## src/hw/mdgc_pkg.sv

```systemverilog
// Package with register map, field positions and timing for the global configuration block
package mdgc_pkg;
  // Register access
  localparam logic [7:0]  MDGC_WRITE_FLAG      = 8'h80;
  localparam int          MDGC_ADDR_BITS       = 7;
  localparam logic [6:0]  MDGC_ADDR_GLOBAL_CFG = 7'h00;
  localparam int          MDGC_DATA_BITS       = 32;
  localparam int          MDGC_CFG_WIDTH       = 10;
  localparam logic [9:0]  MDGC_CFG_RESET       = 10'h000;
  // Bits that hold state; bits 3 to 6 are reserved and read as zero
  localparam logic [9:0]  MDGC_CFG_KEEP_MASK   = 10'h387;
  // Field positions
  localparam int          MDGC_BIT_DIRECT_PWM  = 0;
  localparam int          MDGC_BIT_EXT_CAP     = 1;
  localparam int          MDGC_BIT_SINGLE_MOT  = 2;
  // Switching delay used without the external charge-pump capacitor
  localparam int          MDGC_CLK_PERIOD_NS   = 10;
  localparam int          MDGC_SWITCH_DELAY_NS = 100;
  localparam int          MDGC_SWITCH_CYCLES   =
    (MDGC_SWITCH_DELAY_NS + MDGC_CLK_PERIOD_NS - 1) / MDGC_CLK_PERIOD_NS;
endpackage : mdgc_pkg
```

## src/hw/mdgc_global_config.sv

```systemverilog
// Global configuration register and bridge output steering
//
// Behaviour
// - All registers clear to zero at power-up
// - Address bit 7 set marks a write
// - Registers honour their access class
// - Global configuration at 0x00, 10 bits, RW
// - Bit 0 selects direct PWM operation
// - Bit 1 omits switching delays when set
// - Bit 2 chooses dual or single motor
// - Single motor: bridge A drives both bridges
//
// Notes
// The block sits behind the datagram decoder, which hands over one
// access per accessValid pulse on the same clock.
// Writes carry the write flag in address bit 7; only register 0x00
// is mapped here, writes to any other address are dropped.
// Reads of any other address answer with zero, so the decoder always
// has a reply to frame.
// Bits 7 to 9 are stored but have no function in this block.
// Bits 3 to 6 never hold state, whatever the host writes.
// The bridge outputs are registered. Without the external capacitor
// on the charge pump node the first change of the wanted levels starts
// the switching delay, and the outputs take the levels wanted when it ends.
// While direct PWM is clear all four wanted levels are held low, so an
// early driver enable cannot start a motor.
`timescale 1ns/1ns
module mdgc_global_config
  import mdgc_pkg::*;
#(
  parameter int SWITCH_CYCLES = MDGC_SWITCH_CYCLES
)(
  // Clock and asynchronous reset
  input  wire logic        sys_clk,
  input  wire logic        rst,
  // Register access from the datagram decoder
  input  wire logic        accessValid,
  input  wire logic [7:0]  accessAddr,
  input  wire logic [31:0] accessWriteData,
  // Read answer back to the decoder
  output logic      [31:0] readData,
  output logic             readValid,
  // Driver enable and wanted half-bridge levels
  input  wire logic        driverEnable,
  input  wire logic        bridgeACmd1,
  input  wire logic        bridgeACmd2,
  input  wire logic        bridgeBCmd1,
  input  wire logic        bridgeBCmd2,
  // Configuration fields
  output logic             directPwm,
  output logic             extCapFitted,
  output logic             singleMotor,
  // Bridge drive levels
  output logic             bridgeAOutput1,
  output logic             bridgeAOutput2,
  output logic             bridgeBOutput1,
  output logic             bridgeBOutput2
);

  // Width of the switching delay counter, at least one bit
  localparam int CNT_W = (SWITCH_CYCLES < 2) ? 1 : $clog2(SWITCH_CYCLES + 1);

  //////////////////////////////////////////////////////////////////////////////
  // Address decode helpers

  // True when the access address selects a register write
  function automatic logic mdgc_is_write(input logic [7:0] addr);
    mdgc_is_write = (addr & MDGC_WRITE_FLAG) != 8'h00;
  endfunction : mdgc_is_write

  // True when the low seven address bits select the global configuration
  function automatic logic mdgc_hits_cfg(input logic [7:0] addr);
    mdgc_hits_cfg = addr[MDGC_ADDR_BITS-1:0] == MDGC_ADDR_GLOBAL_CFG;
  endfunction : mdgc_hits_cfg

  //////////////////////////////////////////////////////////////////////////////
  // Register file

  // Stored configuration and the registered read answer
  logic [MDGC_CFG_WIDTH-1:0] globalConfiguration;
  logic [MDGC_CFG_WIDTH-1:0] next_globalConfiguration;
  logic [31:0]               next_readData;
  logic                      next_readValid;
  logic                      writeHit;
  logic                      readReq;

  // Decoded access strobes; an unmapped write matches nothing
  assign writeHit = accessValid && mdgc_is_write(accessAddr) && mdgc_hits_cfg(accessAddr);
  assign readReq  = accessValid && !mdgc_is_write(accessAddr);

  // Next register value and read answer
  always_comb
  begin
    next_globalConfiguration = globalConfiguration;
    next_readData            = readData;
    next_readValid           = 1'b0;
    // Hold by default; readValid is a single-cycle pulse
    if (writeHit)
    begin
      // Reserved bits are dropped so they always read as zero
      next_globalConfiguration = accessWriteData[MDGC_CFG_WIDTH-1:0]
                                 & MDGC_CFG_KEEP_MASK;
    end
    if (readReq)
    begin
      next_readValid = 1'b1;
      if (mdgc_hits_cfg(accessAddr))
      begin
        next_readData = {{(MDGC_DATA_BITS-MDGC_CFG_WIDTH){1'b0}}, globalConfiguration};
      end
      else
      begin
        next_readData = 32'h0000_0000;
      end
    end
  end

  // Register storage, cleared at reset
  // readData keeps the last answer until the next read
  always_ff @(posedge sys_clk or posedge rst)
  begin
    if (rst)
    begin
      globalConfiguration <= MDGC_CFG_RESET;
      readData            <= 32'h0000_0000;
      readValid           <= 1'b0;
    end
    else
    begin
      globalConfiguration <= next_globalConfiguration;
      readData            <= next_readData;
      readValid           <= next_readValid;
    end
  end

  // Configuration fields straight from the register
  assign directPwm    = globalConfiguration[MDGC_BIT_DIRECT_PWM];
  assign extCapFitted = globalConfiguration[MDGC_BIT_EXT_CAP];
  assign singleMotor  = globalConfiguration[MDGC_BIT_SINGLE_MOT];

  //////////////////////////////////////////////////////////////////////////////
  // Bridge output steering

  // Bit order of both vectors: 0 A1, 1 A2, 2 B1, 3 B2
  logic [3:0]       wantOut;
  logic [3:0]       bridgeOut;
  logic [3:0]       next_bridgeOut;
  logic [CNT_W-1:0] delayCnt;
  logic [CNT_W-1:0] next_delayCnt;

  // Wanted levels: bridge A copied onto B in single-motor mode, off unless enabled
  always_comb
  begin
    wantOut = 4'h0;
    // Without direct PWM the bridge is held off, so the host must set it first
    if (driverEnable && directPwm)
    begin
      if (singleMotor)
      begin
        // Single motor: bridge B commands are ignored
        wantOut = {bridgeACmd2, bridgeACmd1, bridgeACmd2, bridgeACmd1};
      end
      else
      begin
        // Dual motor: each bridge follows its own commands
        wantOut = {bridgeBCmd2, bridgeBCmd1, bridgeACmd2, bridgeACmd1};
      end
    end
  end

  // Output update, delayed per change unless the capacitor is fitted
  // The delay runs from the first mismatch; a later change of the
  // wanted levels does not restart it, so all four outputs move together
  always_comb
  begin
    next_bridgeOut = bridgeOut;
    next_delayCnt  = delayCnt;
    if (wantOut == bridgeOut)
    begin
      // Nothing pending: restart the delay
      next_delayCnt = '0;
    end
    else if (extCapFitted || delayCnt == CNT_W'(SWITCH_CYCLES))
    begin
      next_bridgeOut = wantOut;
      next_delayCnt  = '0;
    end
    else
    begin
      // Still waiting for the switching delay
      next_delayCnt = delayCnt + CNT_W'(1);
    end
  end

  // Bridge output and delay counter registers
  always_ff @(posedge sys_clk or posedge rst)
  begin
    if (rst)
    begin
      bridgeOut <= 4'h0;
      delayCnt  <= '0;
    end
    else
    begin
      bridgeOut <= next_bridgeOut;
      delayCnt  <= next_delayCnt;
    end
  end

  // Drive the pins from the registered levels
  assign bridgeAOutput1 = bridgeOut[0];
  assign bridgeAOutput2 = bridgeOut[1];
  assign bridgeBOutput1 = bridgeOut[2];
  assign bridgeBOutput2 = bridgeOut[3];

endmodule : mdgc_global_config

```

## config.mk

```make
export PLATFORM = sky130hd
export DESIGN_NAME = mdgc_global_config
export DESIGN_NICKNAME = d
export VERILOG_FILES = /design/src/hw/mdgc_pkg.sv /design/src/hw/mdgc_global_config.sv
export SDC_FILE = /design/constraint.sdc
export NUM_CORES = 1
export LEC_CHECK = 0
export BUFFER_PORTS_ARGS = -buffer_cell sky130_fd_sc_hd__buf_2
export CORE_MARGIN = 10
export CORE_UTILIZATION = 35
export CTS_BUF_LIST = sky130_fd_sc_hd__clkbuf_16
export CTS_CLUSTER_DIAMETER = 40
export DETAILED_ROUTE_END_ITERATION = 16
export PLACE_DENSITY = 0.82
export SYNTH_ARGS = -nofsm -noshare
export SYNTH_HDL_FRONTEND = slang
export SYNTH_SLANG_ARGS = --single-unit
export TNS_END_PERCENT = 1
```

## constraint.sdc

```tcl
create_clock -name sys_clk -period 1.6 [get_ports sys_clk]
set_input_delay 0.24 -clock sys_clk [delete_from_list [all_inputs] [get_ports sys_clk]]
set_output_delay 0.24 -clock sys_clk [all_outputs]
set_load 0.005 [all_outputs]
```

==> results of run 1 <==
[final cells by class]
class,instances,share of cell area [%]
multi-input cells,80,35.0
clock inverters,1,0.528
inverters,4,1.06
clock buffers,3,5.28
repair buffers,44,17.1
flip-flops and latches,21,37.1
well taps,44,3.87
[cells in the final DEF (no fill, tap or decap), types with 2 or more instances in the layout]
master     count
or3_1          2
inv_1          4
a22o_1         6
o21ai_1        3
mux2_2         6
a32o_1         2
nand2_1        4
nor2_1         9
nand4_1        2
clkbuf_16      3
dfrtp_1       19
buf_2         35
o31ai_1        2
dfrtp_2        2
xor2_1         2
buf_4          9
mux2i_2        2
ha_1           2
conb_1        26
[kinds of logic after synthesis]
| kind of cell | after synthesis | share of synthesized area, % |
|---|---|---|
| buf+inv | 31 | 18.8 |
| simple gates | 24 | 10.6 |
| flops | 21 | 46.3 |
| compound gates | 17 | 11.8 |
| mux | 8 | 7.71 |
| xor+xnor | 3 | 2.31 |
| fa+ha+maj | 2 | 2.20 |
| other cells | 1 | 0.330 |
[registers in the layout (all words and copies together), names as in the netlist]
| register | count |
|---|---|
| globalConfiguration | 6 |
| readData | 6 |
| bridgeOut | 4 |
| delayCnt | 4 |
| readValid | 1 |
[layer usage]
| layer | vias to the layer above | track usage (%) |
|---|---|---|
| met5 | - | 0 |
| met4 | 0 | 3.83 |
| met3 | 4 | 4.31 |
| met2 | 34 | 15.2 |
| met1 | 390 | 9.04 |
| li1 | 410 | - |
[worst min-delay path by stage]
stage | cells past startpoint | to | from | slack [ns]
floorplan | 1 | bridgeOut[0] | rst | 0.22
global placement | 3 | globalConfiguration[1] | rst | 0.28
detailed placement | 3 | globalConfiguration[8] | rst | 0.28
CTS | 3 | globalConfiguration[8] | rst | 0.01
global route | 3 | globalConfiguration[8] | rst | 0.03
finish | 3 | globalConfiguration[8] | rst | 0.004
[per-stage QoR]
stage | setup WS (ns) | hold slack [ns] | util (%) | power, W
global route | -0.0567 | 0.0314 | 46.2 | 0.00162
detailed placement | -0.00328 | 0.284 | 42.7 | 0.000984
floorplan | 0.103 | 0.217 | - | 0.000901
CTS | -0.00250 | 0.00975 | 46.1 | 0.00154
global placement | 0.0402 | 0.283 | 42.7 | 0.000957
finish | 0.0542 | 0.00380 | 46.2 | 0.00152
[power by group]
| part | internal (W) | switching, W | total, W | leakage, nW |
|---|---|---|---|---|
| Sequential | 0.000604 | 0.0000649 | 0.000668 | 0.282 |
| Clock | 0.000338 | 0.000196 | 0.000534 | 0.0371 |
| Combinational | 0.000141 | 0.000173 | 0.000314 | 0.442 |
[worst max-delay path, delay by kind of cell (launching register included)]
| kind | cells | cell delay (ns) |
|---|---|---|
| AOI/OAI and AO/OA | 1 | 0.22 |
| DFF | 1 | 0.40 |
| and+or+nand+nor | 3 | 0.55 |
| muxes | 1 | 0.25 |
[what timing repair did]
action	4_1_cts	5_1_grt
gates resized for setup	2	2
setup buffers	2	0
pin swaps	0	5
endpoints found under the setup margin	2	6
==> metrics.txt, run 1 <==
Worst Reg-to-Reg Cells 5; share of cells above drive strength 1 38.6%; Tmin final 1.55 ns; top post-synthesis cells by area dfrtp_1 46%, buf_4 17%, mux2_2 5.9%; design area 0.00142 mm^2; CTS tree done; met2 wire len 1.34 mm; most frequent cells after synthesis 26 x buf_4, 21 x dfrtp_1, 9 x nor2_1, 6 x a22o_1, 6 x mux2_2; ys flop type dfrtp_1; EDFF count, synth 0; Die Y 77.0 um; final hold vios 0; RSZ-0062 raised after global routing true; PD cells 1070 mW/mm^2; synthesized cell area 0.00114 mm^2; Initial Util 36.9%; max layer used met4; dominant cell type by area after synthesis dfrtp_1; Post-route DRC 0; Total GRT Usage 8.89%; placed wire-length estimate 2.20 mm; CTS buffer count 3; CP max FO 3; sequential-to-total area share from yosys stat 46.3%; Die W 77.0 um; run status finished clean; R2R setup slack 0.05 ns; area of the multi-input gates 498 um^2; WL met3 251 um; met1 wire length 989 um; root buffer cell clkbuf_16; # fillers 317; routed vias/inst 4.25; dpl cell area 0.00131 mm^2; vias in the first global route 899; Worst Skew 0.00161 ns; largest net degree at the start of global routing 22; Setup CP Type register to register; leading cell type by number of instances after synthesis buf_4; Max Freq 647 MHz; placed insts 191; critical path launch point globalConfiguration[2]; initial antenna violation count 0; drt wl/cell 13.3 um; Max VDD drop 0.370 mV; Diodes inserted 0; Routed WL 2.62 mm; Setup Viol. Count Final 0; Clock transition at path regs 0.06 ns; Pleak 0.761 nW; register area 528 um^2; Clk Latency, worst-skew pair 0.25 ns; Post-CTS Hold Buffers 0; core footprint 0.00308 mm^2; final cell count without fillers 197; largest stage delay on the critical path 0.40 ns; flops & latches, synth 21; top-area cell type share of the netlist area 46.3%; routed via count 838; ANT nets after route 0; Clock Tree Buf Depth 2; GP Congestion 0.802; area grow syn2layout 25.1%; FP Rows 20; per-instance average area after synthesis 10.6 um^2; crit path DAT 1.68 ns; worst reg2reg path endpoint bridgeOut[0]; DIE AREA 0.00593 mm^2; Req. time, crit path 1.74 ns; I/O Buffers 35; CP Launch Type register; Pre-Repair DR Iteration Count 4; crit path to bridgeOut[0]; fraction of registers with async set or reset after synthesis 100%; Max Cap Violations 0; initial DRC count 17; total gr overflow 0; min-delay worst type input pin to asynchronous set/reset pin; Final Max Slew Viols 0; H-tree depth 1; CP endpoint kind register; # IOs 88; TNS Setup 0 ns; Sinks on Clock Net 21; first-pass GRT wire length 4.33 mm; Cell variety after synth 29; Post-Synthesis Cells 107; worst r2r src globalConfiguration[2]; warning count from the yosys run 0; CP max-delay cell dfrtp_2; fin crit share 96.6%; Final Net Count 204; Cell Chain, Critical Path mux2i_2 > or3_1 > nand4_1 > or2_1 > a32o_1
Note: power is estimated with default switching activity, not from simulation.
==> run 2: changes to the inputs <==
Settings changed: SETUP_SLACK_MARGIN set to 0.3.
==> run 2 against run 1 <==
Effect of this change:
- register-to-register slack worse by 0.02 ns
- worst setup slack worse by 0.020 ns
- first-iteration DRC count grew 140%
- worst hold slack gained 0.0043 ns
- power shrank 0.69%
- routed wire length shrank 3.3%
- highest routed layer unchanged
==> metrics.txt, run 2 (synthesis results as in run 1) <==
I/O Buffers 35; Clock transition at path regs 0.06 ns; Cell Chain, Critical Path mux2i_2 > buf_4 > o21ai_1 > nand4_1 > or2_1 > a32o_1; commonest non-fill, non-tap cell in the layout buf_2; DIE AREA 0.00593 mm^2; fin crit share 97.8%; Die W 77.0 um; Sinks on Clock Net 21; Total GRT Usage 8.06%; # IOs 88; Initial Util 36.9%; Pre-Repair DR Iteration Count 4; most frequent cells in the layout 35 x buf_2, 26 x conb_1, 21 x dfrtp_1; Top Registers globalConfiguration: 6 flops, readData: 6 flops; Diodes inserted 0; root buffer cell clkbuf_16; Req. time, crit path 1.74 ns; Post-CTS Hold Buffers 0; initial DRC count 40; final cell count without fillers 195; Max Cap Violations 0; CP endpoint kind register; Post-route DRC 0; Tmin final 1.57 ns; Die Y 77.0 um; min-delay worst type input pin to asynchronous set/reset pin; Final Max Slew Viols 0; Max Freq 639 MHz; routed via count 826; initial antenna violation count 0; CTS tree done; placed insts 190; dpl cell area 0.00131 mm^2; Pleak 0.757 nW; drt wl/cell 13.0 um; largest stage delay on the critical path 0.42 ns; Clk Latency, worst-skew pair 0.25 ns; largest net degree at the start of global routing 22; GP Congestion 0.775; Setup CP Type register to register; Routed WL 2.54 mm; CP max FO 3; CP Launch Type register; H-tree depth 1; vias in the first global route 853; # fillers 332; ANT nets after route 0; Clock Tree Buf Depth 2; Worst Skew 0.00373 ns; share of cells above drive strength 1 37.1%; Setup Viol. Count Final 0; Top delay family on crit path flip-flops; placed wire-length estimate 2.14 mm; core footprint 0.00308 mm^2; first-pass GRT wire length 3.99 mm; crit path DAT 1.70 ns; setup ws final 0.0345 ns; Max VDD drop 0.883 mV; PD cells 1060 mW/mm^2; CP max-delay cell dfrtp_1; DP Worst Slack 0.0401 ns; FP Rows 20; RSZ-0062 raised after global routing true; number of buffer and inverter stages on the critical path 1; total gr overflow 0; area grow syn2layout 24.9%; routed vias/inst 4.24; Final Net Count 202; R2R setup slack 0.03 ns; CTS buffer count 3; final hold vios 0; run status finished clean; design area 0.00142 mm^2
[run 2: cell types whose count changed in the layout (fill, tap and decap cells not counted)]
cell,before,now
a31oi_4,0,1
dfrtp_2,2,0
dfrtp_1,19,21
buf_4,9,7
a31oi_1,1,0
[run 2: timing repair]
action                     in CTS  in global routing
setup endpoints to repair       7                  8
pin swaps                       3                  2
gates resized for setup         2                  2
setup buffers                   0                  1
[run 2: through the flow]
stage / utilization [%] / total power [W] / hold WS [ns] / TNS (ns)
floorplan: - / 0.000902 / 0.217 / 0
global placement: 42.4 / 0.000957 / 0.282 / 0
detailed placement: 42.4 / 0.000974 / 0.284 / 0
CTS: 45.4 / 0.00150 / 0.0187 / 0
global route: 46.1 / 0.00160 / 0.0418 / -0.106
finish: 46.1 / 0.00151 / 0.00808 / 0
[run 2: power by group]
part / total, W / internal (W) / switching, W
clock: 0.000519 / 0.000337 / 0.000182
sequential: 0.000668 / 0.000603 / 0.0000645
combinational: 0.000319 / 0.000141 / 0.000179
[run 2: layout make-up]
type                            instances  area (um^2)  area share (%)
Multi-Input combinational cell         80          513            36.2
Timing Repair Buffer                   42          228            16.0
Clock buffer                            3         75.1            5.29
Sequential cell                        21          526            37.0
Tap cell                               44         55.1            3.88
Clock inverter                          1         7.51           0.529
Inverter                                4         15.0            1.06
[run 2: routing by layer]
| layer | track usage, % | wire length (um) |
|---|---|---|
| met3 | 5.01 | 247 |
| met4 | 1.64 | 10 |
| met1 | 7.72 | 972 |
| met5 | 0 | 0 |
| met2 | 14.4 | 1310 |
[run 2: worst min-delay path, cell delays in order]
cell	delay, ns
buf_2	0.09
inv_1	0.04
buf_4	0.26
[run 2: path summary, 6_finish.rpt]
path,from,endpoint,cells past startpoint
setup / recovery,globalConfiguration[2],bridgeOut[1],6
hold / removal,rst,globalConfiguration[1],3
setup reg to reg,globalConfiguration[2],bridgeOut[1],6
hold reg to reg,globalConfiguration[9],readData[9],1
max in group asynchronous,rst,delayCnt[3],3
min in group sys_clk,accessWriteData[0],globalConfiguration[0],2
==> run 3: changes to the inputs <==
Settings changed: REMOVE_ABC_BUFFERS set to 1.
==> run 3 against run 2 <==
Effect of this change:
- maximum frequency grew 0.18%
- clock skew shrank 0.00099 ns
- critical path depth is the same
- final cell count grew 2.6%
- non-clock buffer count grew 5
- critical path type unchanged
- highest routed layer unchanged
==> metrics.txt, run 3 (synthesis results as in run 1) <==
FP Rows 20; area grow syn2layout 27.5%; Pre-Repair DR Iteration Count 2; met2 Use GR 13.8%; Clk Latency, worst-skew pair 0.25 ns; first-pass GRT wire length 3.93 mm; placed wire-length estimate 2.16 mm; Die Y 77.0 um; Top Registers globalConfiguration: 6 flops, readData: 6 flops; Clock Tree Buf Depth 2; setup ws final 0.0373 ns; Pleak 0.783 nW; vias in the first global route 891; # IOs 88; largest stage delay on the critical path 0.44 ns; Initial Util 36.9%; Post-CTS Hold Buffers 0; core footprint 0.00308 mm^2; crit path DAT 1.70 ns; Max Freq 640 MHz; most frequent cells in the layout 35 x buf_2, 26 x conb_1, 20 x dfrtp_1; Setup Viol. Count Final 0; CP Launch Type register; routed via count 878; Setup CP Type register to register; PD cells 1050 mW/mm^2; commonest non-fill, non-tap cell in the layout buf_2; drt wl/cell 12.7 um; Max VDD drop 0.357 mV; DP Worst Slack 0.000753 ns; CTS buffer count 3; dpl cell area 0.00135 mm^2; largest net degree at the start of global routing 22; H-tree depth 1; Max Cap Violations 0; Post-route DRC 0; Cell Chain, Critical Path mux2i_2 > or3_1 > nand4_1 > buf_4 > o21bai_1 > a32o_1; met1 usage 7.60%; I/O Buffers 35; Sinks on Clock Net 21; Die W 77.0 um; Post-CTS Setup Bufs 0; final hold vios 0; Clock transition at path regs 0.05 ns; initial antenna violation count 0; Final Power 0.00152 W; Final Max Slew Viols 0; ANT nets after route 0; number of buffer and inverter stages on the critical path 1; met3 usage in global routing 4.31%; CP endpoint kind register; Worst Skew 0.00274 ns; RSZ-0062 raised after global routing true; run status finished clean; Final Net Count 207; Routed WL 2.55 mm; GR peak layer met2; total gr overflow 0; share of cells above drive strength 1 40.4%; GP Congestion 0.765; min-delay worst type input pin to asynchronous set/reset pin; CP max-delay cell dfrtp_2; routed vias/inst 4.39; design area 0.00145 mm^2; Req. time, crit path 1.74 ns; Final Core Density 47.1%; CTS tree done; Diodes inserted 0; initial DRC count 15; Tmin final 1.56 ns; DIE AREA 0.00593 mm^2; root buffer cell clkbuf_16; CP max FO 3; Top delay family on crit path flip-flops; Total GRT Usage 7.93%; fin crit share 97.7%
==> run 3: cell count changes in the layout (fill, tap and decap cells not counted) <==
| cell | change |
|---|---|
| a31oi_2 | +1 |
| buf_4 | +5 |
| a31oi_4 | -1 |
| nor2_2 | +1 |
| clkinv_2 | +1 |
| dfrtp_1 | -1 |
| nor2_1 | -1 |
| clkinvlp_4 | -1 |
| dfrtp_2 | +1 |
==> run 3: power breakdown <==
group          switching [W]  internal, W
sequential         0.0000653     0.000604
clock               0.000177     0.000335
combinational       0.000178     0.000161
==> run 3: worst register-to-register path: cells and delay by family, from the launching register on <==
kind	cells	cell delay (ns)
AOI/OAI and AO/OA	2	0.28
buffers and inverters	1	0.12
DFF	1	0.44
muxes	1	0.18
and+or+nand+nor	2	0.44
==> run 3: layout make-up <==
type / instances / area, um^2
inverter: 4 / 15.0
clock inverter: 1 / 5.00
tap: 44 / 55.1
sequential: 21 / 527
fill: 306 / 1630
multi-input combinational: 80 / 507
clock buffer: 3 / 75.1
timing repair buffer: 47 / 265
==> run 3: metrics by stage <==
stage | setup TNS, ns | hold WS [ns] | std cells
3_3_place_gp | 0 | 0.281 | 196
3_5_place_dp | 0 | 0.279 | 196
5_1_grt | -0.122 | 0.0345 | 200
2_1_floorplan | 0 | 0.217 | 105
4_1_cts | -0.00726 | 0.00959 | 200
6_report | 0 | 0.00184 | 200
==> run 3: routing by layer <==
layer | vias up | routed length, um
li1 | 418 | -
met1 | 411 | 968
met2 | 44 | 1230
met3 | 5 | 313
met4 | 0 | 35
met5 | - | 0
==> run 3: path summary, 6_finish.rpt <==
path | from | to | slack (ns) | cells past startpoint
max | globalConfiguration[2] | bridgeOut[0] | 0.04 | 6
min | rst | globalConfiguration[1] | 0.002 | 3
max reg2reg | globalConfiguration[2] | bridgeOut[0] | 0.04 | 6
min reg2reg | globalConfiguration[8] | readData[8] | 0.49 | 1
max in group asynchronous | rst | globalConfiguration[2] | 1.37 | 3
min in group sys_clk | accessWriteData[9] | globalConfiguration[9] | 0.22 | 2
==> run 3: repair_timing <==
action / 4_1_cts / 5_1_grt
endpoints found under the setup margin: 8 / 13
endpoints found under the hold margin: 0 / 0
pin swaps: 1 / 0
resized for setup: 2 / 3
